===== src/inc/frt_cfg.svh =====
// offsets, fields, codes and limits of the rounding slice
`ifndef FRT_CFG_SVH
`define FRT_CFG_SVH
`define FRT_MAJOR 6'h15
`define FRT_GROUP 6'h3B
`define FRT_MIN_LONG 8'hCC
`define FRT_MIN_WORD 8'hEC
`define FRT_MIN_RSQ 8'h08
`define FRT_FMT_BIT 14
`define FRT_ZERO_BIT 15
`define FRT_A_CTRL 12'h000
`define FRT_A_STAT 12'h004
`define FRT_A_CLR 12'h008
`define FRT_A_EN 12'h00C
`define FRT_C_NAN 8
`define FRT_C_FRM 9
`define FRT_C_F64 10
`define FRT_F_INX 0
`define FRT_F_UNI 1
`define FRT_F_INV 2
`define FRT_F_DZ 3
`define FRT_LONG_LIM 67'h7FFF_FFFF_FFFF_FFFF
`define FRT_WORD_LIM 67'h7FFF_FFFF
`define FRT_LONG_MAX 64'h7FFF_FFFF_FFFF_FFFF
`define FRT_WORD_MAX 32'h7FFF_FFFF
`define FRT_LONG_NEG 64'h8000_0000_0000_0001
`define FRT_WORD_NEG 32'h8000_0001
`define FRT_D_QNAN 64'h7FF8_0000_0000_0000
`define FRT_S_QNAN 32'h7FC0_0000
`define FRT_D_INF 63'h7FF0_0000_0000_0000
`define FRT_S_INF 31'h7F80_0000
`define FRT_D_BIAS 13'h03FF
`define FRT_S_BIAS 13'h007F
`define FRT_SQ_CNT 6'h38
`define FRT_DV_CNT 6'h37
`define FRT_DV_INIT 57'h80_0000_0000_0000
`endif


===== src/inc/frt_pkg.sv =====
// types of the rounding slice
package frt_pkg;
    typedef enum logic [1:0] {
        frt_st_idle = 2'b00,
        frt_st_cvt = 2'b01,
        frt_st_rsq = 2'b10
    } frt_state_t;
    typedef enum logic [1:0] {
        frt_rq_idle = 2'b00,
        frt_rq_sqrt = 2'b01,
        frt_rq_div = 2'b10,
        frt_rq_pack = 2'b11
    } frt_rq_state_t;
    typedef enum logic [1:0] {
        frt_exc_none = 2'b00,
        frt_exc_cu = 2'b01,
        frt_exc_ri = 2'b10,
        frt_exc_fpe = 2'b11
    } frt_exc_t;
endpackage


===== src/inc/frt_rsq_if.sv =====
// operand and answer bundle between slice and recip_sqrt_approx engine
`timescale 1ns/1ns
`default_nettype none
interface frt_rsq_if;
    logic start, dbl, sign, is_zero, is_sub, is_inf, is_nan, is_snan;
    logic signed [12:0] expo;
    logic [52:0] mant;
    logic done;
    logic [63:0] res;
    logic [5:0] cause;
    modport ctl (output start, dbl, sign, is_zero, is_sub, is_inf, is_nan,
        is_snan, expo, mant, input done, res, cause);
    modport eng (input start, dbl, sign, is_zero, is_sub, is_inf, is_nan,
        is_snan, expo, mant, output done, res, cause);
endinterface
`default_nettype wire


===== src/design/frt_unpack.sv =====
// splits a single or double operand into sign, exponent, mantissa, class
`timescale 1ns/1ns
`default_nettype none
`include "frt_cfg.svh"
module frt_unpack (
    input wire logic [63:0] word,
    input wire logic dbl,
    output logic sign,
    output logic signed [12:0] expo,
    output logic [52:0] mant,
    output logic is_zero,
    output logic is_sub,
    output logic is_inf,
    output logic is_nan,
    output logic is_snan
);
    // single fraction widened so one datapath serves both formats
    wire [10:0] ex = dbl ? word[62:52] : {3'h0, word[30:23]};
    wire [51:0] fr = dbl ? word[51:0] : {word[22:0], 29'h0};
    wire [10:0] ex_top = dbl ? 11'h7FF : 11'h0FF;
    wire [12:0] bias = dbl ? `FRT_D_BIAS : `FRT_S_BIAS;
    wire ex_z = ex == 11'h0;
    wire ex_o = ex == ex_top;
    assign sign = dbl ? word[63] : word[31];
    // subnormals share the smallest normal exponent
    assign expo = ex_z ? 13'h1 - bias : {2'h0, ex} - bias;
    assign mant = {~ex_z, fr};
    assign is_zero = ex_z & (fr == 52'h0);
    assign is_sub = ex_z & (fr != 52'h0);
    assign is_inf = ex_o & (fr == 52'h0);
    assign is_nan = ex_o & (fr != 52'h0);
    // quiet bit set means quiet nan
    assign is_snan = is_nan & ~fr[51];
endmodule
`default_nettype wire


===== src/design/frt_rsq.sv =====
// iterative reciprocal square root: digit sqrt then restoring divide
`timescale 1ns/1ns
`default_nettype none
`include "frt_cfg.svh"
module frt_rsq (
    input wire logic clk,
    input wire logic rst_n,
    frt_rsq_if.eng rq
);
    frt_pkg::frt_rq_state_t st_ff, nxt_st;
    logic [113:0] rad_ff;
    logic [58:0] rem_ff;
    logic [56:0] root_ff, drem_ff;
    logic [55:0] q_ff;
    logic [5:0] cnt_ff;
    logic signed [12:0] half_ff;
    logic dbl_ff, done_ff;
    logic [63:0] res_ff;
    logic [5:0] cause_ff;
    // odd exponent folds into the mantissa so the root exponent halves
    wire odd = rq.expo[0];
    wire [53:0] mp = odd ? {rq.mant, 1'b0} : {1'b0, rq.mant};
    wire signed [12:0] e_even = rq.expo - {12'h0, odd};
    wire [60:0] rem2 = {rem_ff, rad_ff[113:112]};
    wire [60:0] trial = {2'h0, root_ff, 2'h1};
    wire sq_ge = rem2 >= trial;
    wire [60:0] rem_sub = rem2 - trial;
    wire [57:0] d2 = {drem_ff, 1'b0};
    wire dv_ge = d2 >= {1'b0, root_ff};
    wire [57:0] d_sub = d2 - {1'b0, root_ff};
    // quotient of exactly two means the mantissa was one
    wire one = q_ff[55];
    wire signed [12:0] rexp = one ? -half_ff : -half_ff - 13'sd1;
    wire [12:0] bexp = rexp + (dbl_ff ? `FRT_D_BIAS : `FRT_S_BIAS);
    wire [51:0] frac = one ? 52'h0 : q_ff[53:2];
    // truncation everywhere: rounding mode never applies, error under 2 ulp
    wire pk_inx = (|rem_ff) | (|drem_ff) | (dbl_ff ? |q_ff[1:0] : |q_ff[30:0]); // RULE14
    wire [63:0] pk_res = dbl_ff ? {1'b0, bexp[10:0], frac} // RULE13
        : {32'h0, 1'b0, bexp[7:0], frac[51:29]};
    // specials finish at once
    wire neg = rq.sign & ~rq.is_zero & ~rq.is_nan;
    wire sp = rq.is_nan | rq.is_inf | rq.is_zero | rq.is_sub | rq.sign;
    wire [63:0] qnan = rq.dbl ? `FRT_D_QNAN : {32'h0, `FRT_S_QNAN};
    wire [63:0] sinf = rq.dbl ? {rq.sign, `FRT_D_INF} : {32'h0, rq.sign, `FRT_S_INF};
    wire [63:0] sp_res = (rq.is_nan | (neg & ~rq.is_sub)) ? qnan
        : rq.is_zero ? sinf : 64'h0;
    wire sp_inv = rq.is_snan | (neg & ~rq.is_sub); // RULE16
    wire [5:0] sp_cause = {2'h0, rq.is_zero, sp_inv, rq.is_sub, 1'b0}; // RULE16
    assign rq.done = done_ff;
    assign rq.res = res_ff;
    assign rq.cause = cause_ff;
    // sequencing
    always_comb begin
        nxt_st = st_ff;
        case (st_ff)
            frt_pkg::frt_rq_idle: if (rq.start && !sp) nxt_st = frt_pkg::frt_rq_sqrt;
            frt_pkg::frt_rq_sqrt: if (cnt_ff == 6'h0) nxt_st = frt_pkg::frt_rq_div;
            frt_pkg::frt_rq_div: if (cnt_ff == 6'h0) nxt_st = frt_pkg::frt_rq_pack;
            default: nxt_st = frt_pkg::frt_rq_idle;
        endcase
    end
    // datapath steps one digit per clock
    always_ff @(posedge clk or negedge rst_n) begin
        if (!rst_n) begin
            st_ff <= frt_pkg::frt_rq_idle;
            {rad_ff, rem_ff, root_ff, drem_ff, q_ff, cnt_ff} <= '0;
            {half_ff, dbl_ff, done_ff, res_ff, cause_ff} <= '0;
        end else begin
            st_ff <= nxt_st;
            done_ff <= 1'b0;
            case (st_ff)
                frt_pkg::frt_rq_idle: if (rq.start) begin
                    done_ff <= sp;
                    res_ff <= sp_res;
                    cause_ff <= sp_cause;
                    rad_ff <= {mp, 60'h0};
                    {rem_ff, root_ff} <= '0;
                    cnt_ff <= `FRT_SQ_CNT;
                    half_ff <= e_even >>> 1;
                    dbl_ff <= rq.dbl;
                end
                frt_pkg::frt_rq_sqrt: begin
                    rem_ff <= sq_ge ? rem_sub[58:0] : rem2[58:0];
                    root_ff <= {root_ff[55:0], sq_ge};
                    rad_ff <= {rad_ff[111:0], 2'h0};
                    cnt_ff <= (cnt_ff == 6'h0) ? `FRT_DV_CNT : cnt_ff - 6'h1;
                    drem_ff <= `FRT_DV_INIT;
                    q_ff <= '0;
                end
                frt_pkg::frt_rq_div: begin
                    drem_ff <= dv_ge ? d_sub[56:0] : d2[56:0];
                    q_ff <= {q_ff[54:0], dv_ge};
                    cnt_ff <= cnt_ff - 6'h1;
                end
                default: begin
                    done_ff <= 1'b1;
                    res_ff <= pk_res;
                    cause_ff <= {5'h0, pk_inx};
                end
            endcase
        end
    end
endmodule
`default_nettype wire


===== src/design/frt_top.sv =====
// fp round-to-fixed and reciprocal sqrt slice with apb control
// Function
// RULE1: long convert rounds nearest even always
// RULE2: word convert rounds nearest even, writes dest
// RULE3: long invalid on inf, nan, out of range
// RULE4: word invalid on inf, nan, out of range
// RULE5: invalid condition sets invalid flag
// RULE6: trap enabled: no write, exception now
// RULE7: legacy nan mode default is positive max
// RULE8: 2008 mode: nan zero, signed limits; the negative default here is 0x8000_0001, long 0x8000_0000_0000_0001
// RULE9: long result valid only 64-bit wide mode
// RULE10: conversions raise cu, ri, fp exceptions
// RULE11: word opcode decode 0xEC, group 0x3B
// RULE12: long opcode decode 0xCC, same group
// RULE13: recip_sqrt_approx within two ulp
// RULE14: recip_sqrt_approx ignores rounding mode consistently
// RULE15: recip_sqrt_approx opcode decode 0x08, group 0x3B
// RULE16: recip_sqrt_approx raises its six fp exceptions; the engine sets only cause bits 3:0, never bits 5:4
// RULE17: bit 14 picks single or double
// RULE18: bad operand gives any result, no hang
//
// Implementation choices: the APB slave port and the register addresses.
`timescale 1ns/1ns
`default_nettype none
`include "frt_cfg.svh"
module frt_top (
    input wire logic mclk,
    input wire logic rst_n,
    input wire logic instr_valid,
    input wire logic [31:0] instr_word,
    input wire logic [63:0] src_operand,
    input wire logic cop_usable,
    output logic instr_ready,
    output logic op_done,
    output logic fpr_wr_en,
    output logic [4:0] fpr_wr_idx,
    output logic [63:0] fpr_wr_data,
    output logic exc_take,
    output logic [1:0] exc_code,
    output logic [5:0] fp_cause,
    output logic irq,
    input wire logic [11:0] paddr,
    input wire logic psel,
    input wire logic penable,
    input wire logic pwrite,
    input wire logic [31:0] pwdata,
    output logic [31:0] prdata,
    output logic pready,
    output logic pslverr
);
    // reset release synchroniser
    logic rst_meta_ff, rst_sync_ff;
    wire rst_core_n = rst_sync_ff;

    always_ff @(posedge mclk or negedge rst_n) begin
        if (!rst_n) begin
            rst_meta_ff <= 1'b0;
            rst_sync_ff <= 1'b0;
        end else begin
            rst_meta_ff <= 1'b1;
            rst_sync_ff <= rst_meta_ff;
        end
    end

    // software state
    logic [10:0] ctrl_ff; // trap enables, nan mode, width mode
    logic [5:0] stat_ff; // sticky fp flags
    logic [5:0] en_ff; // interrupt enables
    logic irq_ff;

    // apb slave answer registers
    logic pready_ff, pslverr_ff;
    logic [31:0] prdata_ff;

    // instruction side state
    frt_pkg::frt_state_t st_ff, nxt_st;
    logic [63:0] opnd_ff; // latched source value
    logic dbl_ff; // double source
    logic lng_ff; // long target
    logic ready_ff, done_ff, wr_en_ff, exc_ff, start_ff;
    logic [4:0] idx_ff;
    logic [63:0] wdata_ff;
    logic [1:0] code_ff;
    logic [5:0] cause_ff;

    // ---- apb decode ----
    wire apb_setup = psel & ~penable;
    wire apb_wr = psel & penable & pwrite & pready_ff;
    wire a_ctrl = paddr == `FRT_A_CTRL;
    wire a_stat = paddr == `FRT_A_STAT;
    wire a_clr = paddr == `FRT_A_CLR;
    wire a_en = paddr == `FRT_A_EN;
    wire a_hit = a_ctrl | a_stat | a_clr | a_en;
    // clear register is write only; reads give zero
    wire [31:0] rd_mux = a_ctrl ? {21'h0, ctrl_ff}
        : a_stat ? {26'h0, stat_ff}
        : a_en ? {26'h0, en_ff}
        : 32'h0;
    wire [5:0] clr_bits = (apb_wr & a_clr) ? pwdata[5:0] : 6'h0;

    // one wait-free access: answer registered during setup
    always_ff @(posedge mclk or negedge rst_core_n) begin
        if (!rst_core_n) begin
            pready_ff <= 1'b0;
            pslverr_ff <= 1'b0;
            prdata_ff <= 32'h0;
        end else begin
            pready_ff <= apb_setup;
            pslverr_ff <= apb_setup & ~a_hit;
            prdata_ff <= (apb_setup & ~pwrite) ? rd_mux : 32'h0;
        end
    end

    // control and enable writes
    always_ff @(posedge mclk or negedge rst_core_n) begin
        if (!rst_core_n) begin
            ctrl_ff <= 11'h0;
            en_ff <= 6'h0;
        end else begin
            if (apb_wr && a_ctrl) begin
                ctrl_ff <= pwdata[10:0];
            end
            if (apb_wr && a_en) begin
                en_ff <= pwdata[5:0];
            end
        end
    end

    wire [5:0] trap_en = ctrl_ff[5:0];
    wire nan_encoding_select = ctrl_ff[`FRT_C_NAN];
    wire wide_mode = ctrl_ff[`FRT_C_FRM];
    wire fpu64 = ctrl_ff[`FRT_C_F64];

    // ---- instruction decode ----
    wire [7:0] minor = instr_word[13:6];
    wire group_hit = (instr_word[31:26] == `FRT_MAJOR)
        & (instr_word[5:0] == `FRT_GROUP)
        & ~instr_word[`FRT_ZERO_BIT];
    wire is_word = group_hit & (minor == `FRT_MIN_WORD); // RULE11
    wire is_long = group_hit & (minor == `FRT_MIN_LONG); // RULE12
    wire is_rsq = group_hit & (minor == `FRT_MIN_RSQ); // RULE15
    wire op_hit = is_word | is_long | is_rsq;
    wire accept = instr_valid & ready_ff;
    // coprocessor check ranks ahead of decode
    wire bad_cu = accept & ~cop_usable; // RULE10
    wire bad_ri = accept & cop_usable & ~op_hit; // RULE10
    wire go = accept & cop_usable & op_hit;

    // ---- operand unpack ----
    frt_rsq_if rq ();
    logic up_sign, up_zero, up_sub, up_inf, up_nan, up_snan;
    logic signed [12:0] up_e;
    logic [52:0] up_mant;

    frt_unpack u_unpack (
        .word(opnd_ff),
        .dbl(dbl_ff),
        .sign(up_sign),
        .expo(up_e),
        .mant(up_mant),
        .is_zero(up_zero),
        .is_sub(up_sub),
        .is_inf(up_inf),
        .is_nan(up_nan),
        .is_snan(up_snan)
    );

    // same unpacked fields feed the recip_sqrt_approx engine
    assign rq.start = start_ff;
    assign rq.dbl = dbl_ff;
    assign rq.sign = up_sign;
    assign rq.expo = up_e;
    assign rq.mant = up_mant;
    assign rq.is_zero = up_zero;
    assign rq.is_sub = up_sub;
    assign rq.is_inf = up_inf;
    assign rq.is_nan = up_nan;
    assign rq.is_snan = up_snan;

    frt_rsq u_rsq (
        .clk(mclk),
        .rst_n(rst_core_n),
        .rq(rq.eng)
    );

    // ---- conversion datapath ----
    // value times 2^54 lands the binary point at bit 54
    wire signed [12:0] sh_s = up_e + 13'sd2;
    wire cv_small = up_e < -13'sd2; // below a quarter
    wire cv_big = up_e > 13'sd63; // also inf and nan
    wire [119:0] cv_wide = {67'h0, up_mant} << sh_s[6:0];
    wire [65:0] cv_int = cv_wide[119:54];
    wire cv_grd = cv_wide[53];
    wire cv_stk = |cv_wide[52:0];
    // ties go to the even integer; rounding mode never consulted
    wire cv_up = cv_grd & (cv_stk | cv_int[0]); // RULE1 RULE2
    wire [66:0] cv_mag = cv_small ? 67'h0
        : {1'b0, cv_int} + {66'h0, cv_up};
    // negative side reaches one further than positive
    wire [66:0] cv_lim = lng_ff ? `FRT_LONG_LIM : `FRT_WORD_LIM;
    wire cv_ovf = cv_big | (cv_mag > cv_lim + {66'h0, up_sign});
    wire cv_inv = up_nan | up_inf | cv_ovf; // RULE3 RULE4
    wire [63:0] cv_sv = up_sign ? 64'h0 - cv_mag[63:0] : cv_mag[63:0];
    wire [63:0] cv_val = lng_ff ? cv_sv : {32'h0, cv_sv[31:0]};
    wire [63:0] cv_max = lng_ff ? `FRT_LONG_MAX : {32'h0, `FRT_WORD_MAX};
    wire [63:0] cv_neg = lng_ff ? `FRT_LONG_NEG : {32'h0, `FRT_WORD_NEG};
    // legacy mode saturates everything to the positive maximum
    wire [63:0] cv_dflt = ~nan_encoding_select ? cv_max // RULE7
        : up_nan ? 64'h0 // RULE8
        : up_sign ? cv_neg : cv_max; // RULE8
    wire [63:0] cv_res = cv_inv ? cv_dflt : cv_val;
    wire cv_inx = ~cv_inv & (cv_small ? ~up_zero : (cv_grd | cv_stk));
    wire [5:0] cv_cause = {3'h0, cv_inv, 1'b0, cv_inx}; // RULE5 RULE10

    // long result in narrow register mode is simply what the wide path gives
    wire narrow_long = lng_ff & ~(wide_mode & fpu64); // RULE9

    // ---- completion ----
    wire fin_cvt = st_ff == frt_pkg::frt_st_cvt;
    wire fin_rsq = (st_ff == frt_pkg::frt_st_rsq) & rq.done;
    wire fin = fin_cvt | fin_rsq;
    wire [63:0] fin_res = fin_cvt ? cv_res : rq.res;
    wire [5:0] fin_cause = fin_cvt ? cv_cause : rq.cause;
    // unimplemented operation always traps
    wire fin_trap = (|(fin_cause & trap_en)) | fin_cause[`FRT_F_UNI]; // RULE6
    wire [5:0] set_bits = fin ? fin_cause : 6'h0;

    // ---- sequencing ----
    always_comb begin
        nxt_st = st_ff;
        case (st_ff)
            frt_pkg::frt_st_idle: begin
                if (go) begin
                    nxt_st = is_rsq ? frt_pkg::frt_st_rsq : frt_pkg::frt_st_cvt;
                end
            end
            frt_pkg::frt_st_cvt: nxt_st = frt_pkg::frt_st_idle;
            frt_pkg::frt_st_rsq: begin
                // engine always finishes, even on bad operands
                if (rq.done) begin
                    nxt_st = frt_pkg::frt_st_idle; // RULE18
                end
            end
            default: nxt_st = frt_pkg::frt_st_idle;
        endcase
    end

    // state and operand capture
    always_ff @(posedge mclk or negedge rst_core_n) begin
        if (!rst_core_n) begin
            st_ff <= frt_pkg::frt_st_idle;
            opnd_ff <= 64'h0;
            dbl_ff <= 1'b0;
            lng_ff <= 1'b0;
            idx_ff <= 5'h0;
            start_ff <= 1'b0;
        end else begin
            st_ff <= nxt_st;
            start_ff <= go & is_rsq;
            if (go) begin
                opnd_ff <= src_operand;
                dbl_ff <= instr_word[`FRT_FMT_BIT]; // RULE17
                lng_ff <= is_long;
                idx_ff <= instr_word[25:21];
            end
        end
    end

    // ---- result and exception outputs ----
    wire nxt_ready = nxt_st == frt_pkg::frt_st_idle;
    wire nxt_wr_en = fin & ~fin_trap; // RULE6
    wire nxt_exc = bad_cu | bad_ri | (fin & fin_trap); // RULE6 RULE10
    wire [1:0] nxt_code = bad_cu ? frt_pkg::frt_exc_cu
        : bad_ri ? frt_pkg::frt_exc_ri
        : (fin & fin_trap) ? frt_pkg::frt_exc_fpe
        : frt_pkg::frt_exc_none;

    always_ff @(posedge mclk or negedge rst_core_n) begin
        if (!rst_core_n) begin
            ready_ff <= 1'b0;
            done_ff <= 1'b0;
            wr_en_ff <= 1'b0;
            wdata_ff <= 64'h0;
            exc_ff <= 1'b0;
            code_ff <= 2'h0;
            cause_ff <= 6'h0;
        end else begin
            ready_ff <= nxt_ready;
            done_ff <= fin | bad_cu | bad_ri;
            wr_en_ff <= nxt_wr_en; // RULE2
            wdata_ff <= nxt_wr_en ? fin_res : 64'h0;
            exc_ff <= nxt_exc;
            code_ff <= nxt_code;
            cause_ff <= set_bits;
        end
    end

    // sticky flags: a new event beats a clear in the same cycle
    always_ff @(posedge mclk or negedge rst_core_n) begin
        if (!rst_core_n) begin
            stat_ff <= 6'h0;
            irq_ff <= 1'b0;
        end else begin
            stat_ff <= (stat_ff & ~clr_bits) | set_bits; // RULE5
            irq_ff <= |(((stat_ff & ~clr_bits) | set_bits) & en_ff);
        end
    end

    // ---- ports ----
    assign instr_ready = ready_ff;
    assign op_done = done_ff;
    assign fpr_wr_en = wr_en_ff;
    assign fpr_wr_idx = idx_ff;
    assign fpr_wr_data = wdata_ff;
    assign exc_take = exc_ff;
    assign exc_code = code_ff;
    assign fp_cause = cause_ff;
    assign irq = irq_ff;
    assign prdata = prdata_ff;
    assign pready = pready_ff;
    assign pslverr = pslverr_ff;

endmodule
`default_nettype wire


===== config.mk =====
export PLATFORM = sky130hd
export DESIGN_NAME = frt_top
export DESIGN_NICKNAME = d
export VERILOG_FILES = /design/src/inc/frt_pkg.sv /design/src/inc/frt_rsq_if.sv /design/src/design/frt_unpack.sv /design/src/design/frt_rsq.sv /design/src/design/frt_top.sv
export VERILOG_INCLUDE_DIRS = /design/src /design/src/inc
export SDC_FILE = /design/constraint.sdc
export NUM_CORES = 2
export LEC_CHECK = 0
export BUFFER_PORTS_ARGS = -buffer_cell sky130_fd_sc_hd__buf_2
export CELL_PAD_IN_SITES_DETAIL_PLACEMENT = 2
export CELL_PAD_IN_SITES_GLOBAL_PLACEMENT = 2
export CORE_UTILIZATION = 37
export DETAILED_ROUTE_END_ITERATION = 8
export PLACE_DENSITY = 0.78
export SYNTH_ARGS = -nofsm -noshare
export SYNTH_HDL_FRONTEND = slang
export SYNTH_SLANG_ARGS = --single-unit

===== constraint.sdc =====
create_clock -name mclk -period 39 [get_ports mclk]
set_input_delay 5.85 -clock mclk [delete_from_list [all_inputs] [get_ports mclk]]
set_output_delay 5.85 -clock mclk [all_outputs]
set_load 0.01 [all_outputs]

==> impl_metrics.json <==
{
  "status": "complete, no violations",
  "synth-simple-area-share_pct": 20.11,
  "ys_seq_elements": 559,
  "cts_setup_buffers": 0,
  "synth_top_area_share_pct": 30.88,
  "initialDrtViolationCount": 4369,
  "avgViaCountPerCell": 6.554,
  "syn_inst": 5616,
  "combPwrFrac_pct": 45.4,
  "timing.fmax_mhz": 62.70,
  "nNetsFinal": 5982,
  "synth_compound_gate_area_share_pct": 28.31,
  "syn2layout_area_growth_pct": 11.30,
  "yosysUniqueCellTypes": 122,
  "hold_viol": 0,
  "drc": 0,
  "cp_max_fo": 65,
  "required_ns": 39.58,
  "die-area_sq_um": 123900,
  "p_sw_uw": 1165,
  "switching_share_pct": 42.91,
  "skew_ns": 0.06639,
  "drv_slew": 0,
  "r2r_start": "dbl_ff$_DFFE_PN0P_",
  "cap_violations": 0,
  "clkLatencyLatePin_ns": 0.69,
  "layout.cells.most_common_list": "nand2_1, dfrtp_1, o21ai_0",
  "layout.cells.most_common": "nand2_1",
  "synth_seq_area_share_pct": 30.88,
  "rsz0062_at_grt": "false",
  "ys_top_cells_by_area": "dfrtp_1, nand2_1, ha_1, o21ai_0, a21oi_1",
  "wl_per_cell_um": 30.33,
  "htree_levels": 3,
  "clockBufferDepth": 3,
  "start_util_pct": 37.27,
  "p_clk_share_pct": 27.0,
  "cts-root-buf": "clkbuf_16",
  "synth_xor_area_share_pct": 3.955,
  "worstPathArrival_ns": 16.53,
  "cp-end-kind": "register",
  "grt_use_total_pct": 34.89,
  "layout-drive-gt1-share_pct": 11.69,
  "gp_congestion": 1.002,
  "gr-total-overflow": 0,
  "ir_worst_vdd_mv": 0.04904,
  "wl_um": 221900,
  "hold_buffers": 0,
  "pwr_density_cell_nw_per_um2": 53.84,
  "met1_length_um": 95530,
  "synthMuxAreaShare_pct": 5.289,
  "path_clk_slew_ns": 0.08,
  "antenna_found_initial": 6,
  "synth_top_family_by_area": "compound AO/OA/AOI/OAI gates",
  "drt_pass1_iterations": 7,
  "p_int_uw": 1550,
  "ant_nets": 0,
  "netlist_area_sq_um": 45310,
  "r2r_cells": 45,
  "met2_length_um": 102300,
  "cts_tree": "yes",
  "synthArstFlopShare_pct": 100.0,
  "clock_sinks": 559,
  "vias": 47960,
  "path_class": "reg -> reg",
  "wl_met3_um": 13980,
  "grt_pass1_vias": 50280,
  "portBuffers": 213,
  "report.final.setup_viol": 0,
  "critPathSlowestCell": "nor2_1",
  "grt_max_degree": 115,
  "core_sq_um": 121600,
  "rows": 128,
  "tightest_slew_ns": 1.303,
  "leakage_uw": 0.02178,
  "grt_pass1_wl_um": 333200,
  "crit_top_cell": "a21o_1",
  "r2r-end": "fpr_wr_data[29]$_DFF_PN0_",
  "synth_flop_cell": "dfrtp_1",
  "synth_area_leader_cell": "dfrtp_1",
  "ios": 263,
  "cp-start-kind": "register",
  "rrSetupSlack_ns": 23.05,
  "synth_fa_ha_area_share_pct": 5.612,
  "ys_warn_count": 0,
  "finalHoldWorstSlack_ns": 0.3488,
  "synth_edf_count": 0,
  "min_path_type": "reg -> reg",
  "fill_cells": 13730,
  "syn_area_per_cell_sq_um": 8.067,
  "cp-startpoint": "dbl_ff$_DFFE_PN0P_",
  "period_minus_slack_ns": 15.95,
  "dieWidth_um": 351.9,
  "critPathCapture": "fpr_wr_data[29]$_DFF_PN0_",
  "slowest_delay_ns": 1.07,
  "dp_hpwl_um": 162100,
  "cts_made_buffers": 71,
  "fin_tns_setup_ns": 0,
  "fp.dieH_um": 351.9,
  "routed.top_layer": "met5",
  "post-route-period-util_pct": 40.90,
  "max-slew-margin-rel_pct": 10.88,
  "seq_power_share_pct": 27.7,
  "ctsResizeCount": 0
}
[worst min path at each step]
stage | from | to | slack (ns) | cells after the start
detailed placement | rst_meta_ff$_DFF_PN0_ | rst_core_n$_DFF_PN0_ | 0.34 | 0
global route | rst_meta_ff$_DFF_PN0_ | rst_core_n$_DFF_PN0_ | 0.36 | 0
global placement | rst_meta_ff$_DFF_PN0_ | rst_core_n$_DFF_PN0_ | 0.34 | 0
finish | rst_meta_ff$_DFF_PN0_ | rst_core_n$_DFF_PN0_ | 0.35 | 0
CTS | rst_meta_ff$_DFF_PN0_ | rst_core_n$_DFF_PN0_ | 0.35 | 0
floorplan | rst_meta_ff$_DFF_PN0_ | rst_core_n$_DFF_PN0_ | 0.33 | 0
[area by class of cell]
type	count	area (sq um)	area share, %
diodes	3	7.507	0.01489
clock buffers	98	2008	3.983
clock inverters	31	544.3	1.079
inverters	212	795.8	1.578
multi-input cells	4450	29020	57.55
flip-flops and latches	559	14000	27.76
well taps	1625	2033	4.032
repair buffers	340	2019	4.005
[routing by layer]
layer | track usage, % | vias to the layer above
li1 | - | 20870
met1 | 46.44 | 24860
met2 | 56.29 | 1764
met3 | 5.041 | 460
met4 | 14.83 | 8
met5 | 0 | -
[power by group through the flow]
stage	clock, uW	combinational, uW	sequential, uW
floorplan	0	895	727
global placement	0	1140	753
detailed placement	0	1200	757
CTS	747	1230	749
global route	766	1360	759
finish	732	1230	751
[registers in the layout, summed over array words and instances, names as in the netlist, 54 cells and up]
register / count
u_rsq.root_ff: 57
fpr_wr_data: 64
u_rsq.rad_ff: 54
u_rsq.q_ff: 56
u_rsq.drem_ff: 57
opnd_ff: 64
u_rsq.rq.res: 64
u_rsq.rem_ff: 59
[critical path: cells and delay by family, from the launching register on]
| family | cells | cell delay (ns) |
|---|---|---|
| AOI/OAI and AO/OA | 22 | 6.43 |
| and+or+nand+nor | 8 | 3.81 |
| buffers and inverters | 8 | 2.57 |
| adders and majority gates | 4 | 1.29 |
| xor gates and xnor gates | 2 | 0.69 |
| DFF | 1 | 0.62 |
| muxes | 1 | 0.27 |
[synth_stat cells, types with 62 or more instances]
cell        n
nand3_1   169
o21ai_0   498
nand2_1   714
dfrtp_1   559
a21o_1    129
o22ai_1   105
xor2_1     87
xnor2_1   112
ha_1      200
inv_1     208
clkbuf_1  269
nor2_1    333
nand4_1    90
nor4_1    101
a21oi_1   382
nor3_1    144
a22o_1     89
mux2_2     75
nand2b_1   62
mux2i_1   121
[kinds of logic after synthesis]
logic type,after synthesis
XOR/XNOR,202
other,2
flip-flops,559
multiplexers,212
adder cells (fa/ha/maj),203
buffers and inverters,629
AND/OR/NAND/NOR,1892
AO/OA/AOI/OAI,1917
[metrics by stage]
step	power [uW]	cell area, sq um	utilization (%)	setup WS [ns]	instances
finish	2715	50420	41.48	23.05	7318
global route	2882	50420	41.48	22.49	7315
CTS	2726	50420	41.48	23.45	7315
detailed placement	1959	47860	39.38	23.57	7186
global placement	1893	47860	39.38	24.05	7186
floorplan	1621	45390	-	22.27	5638
(Power assumes the default switching activity.)
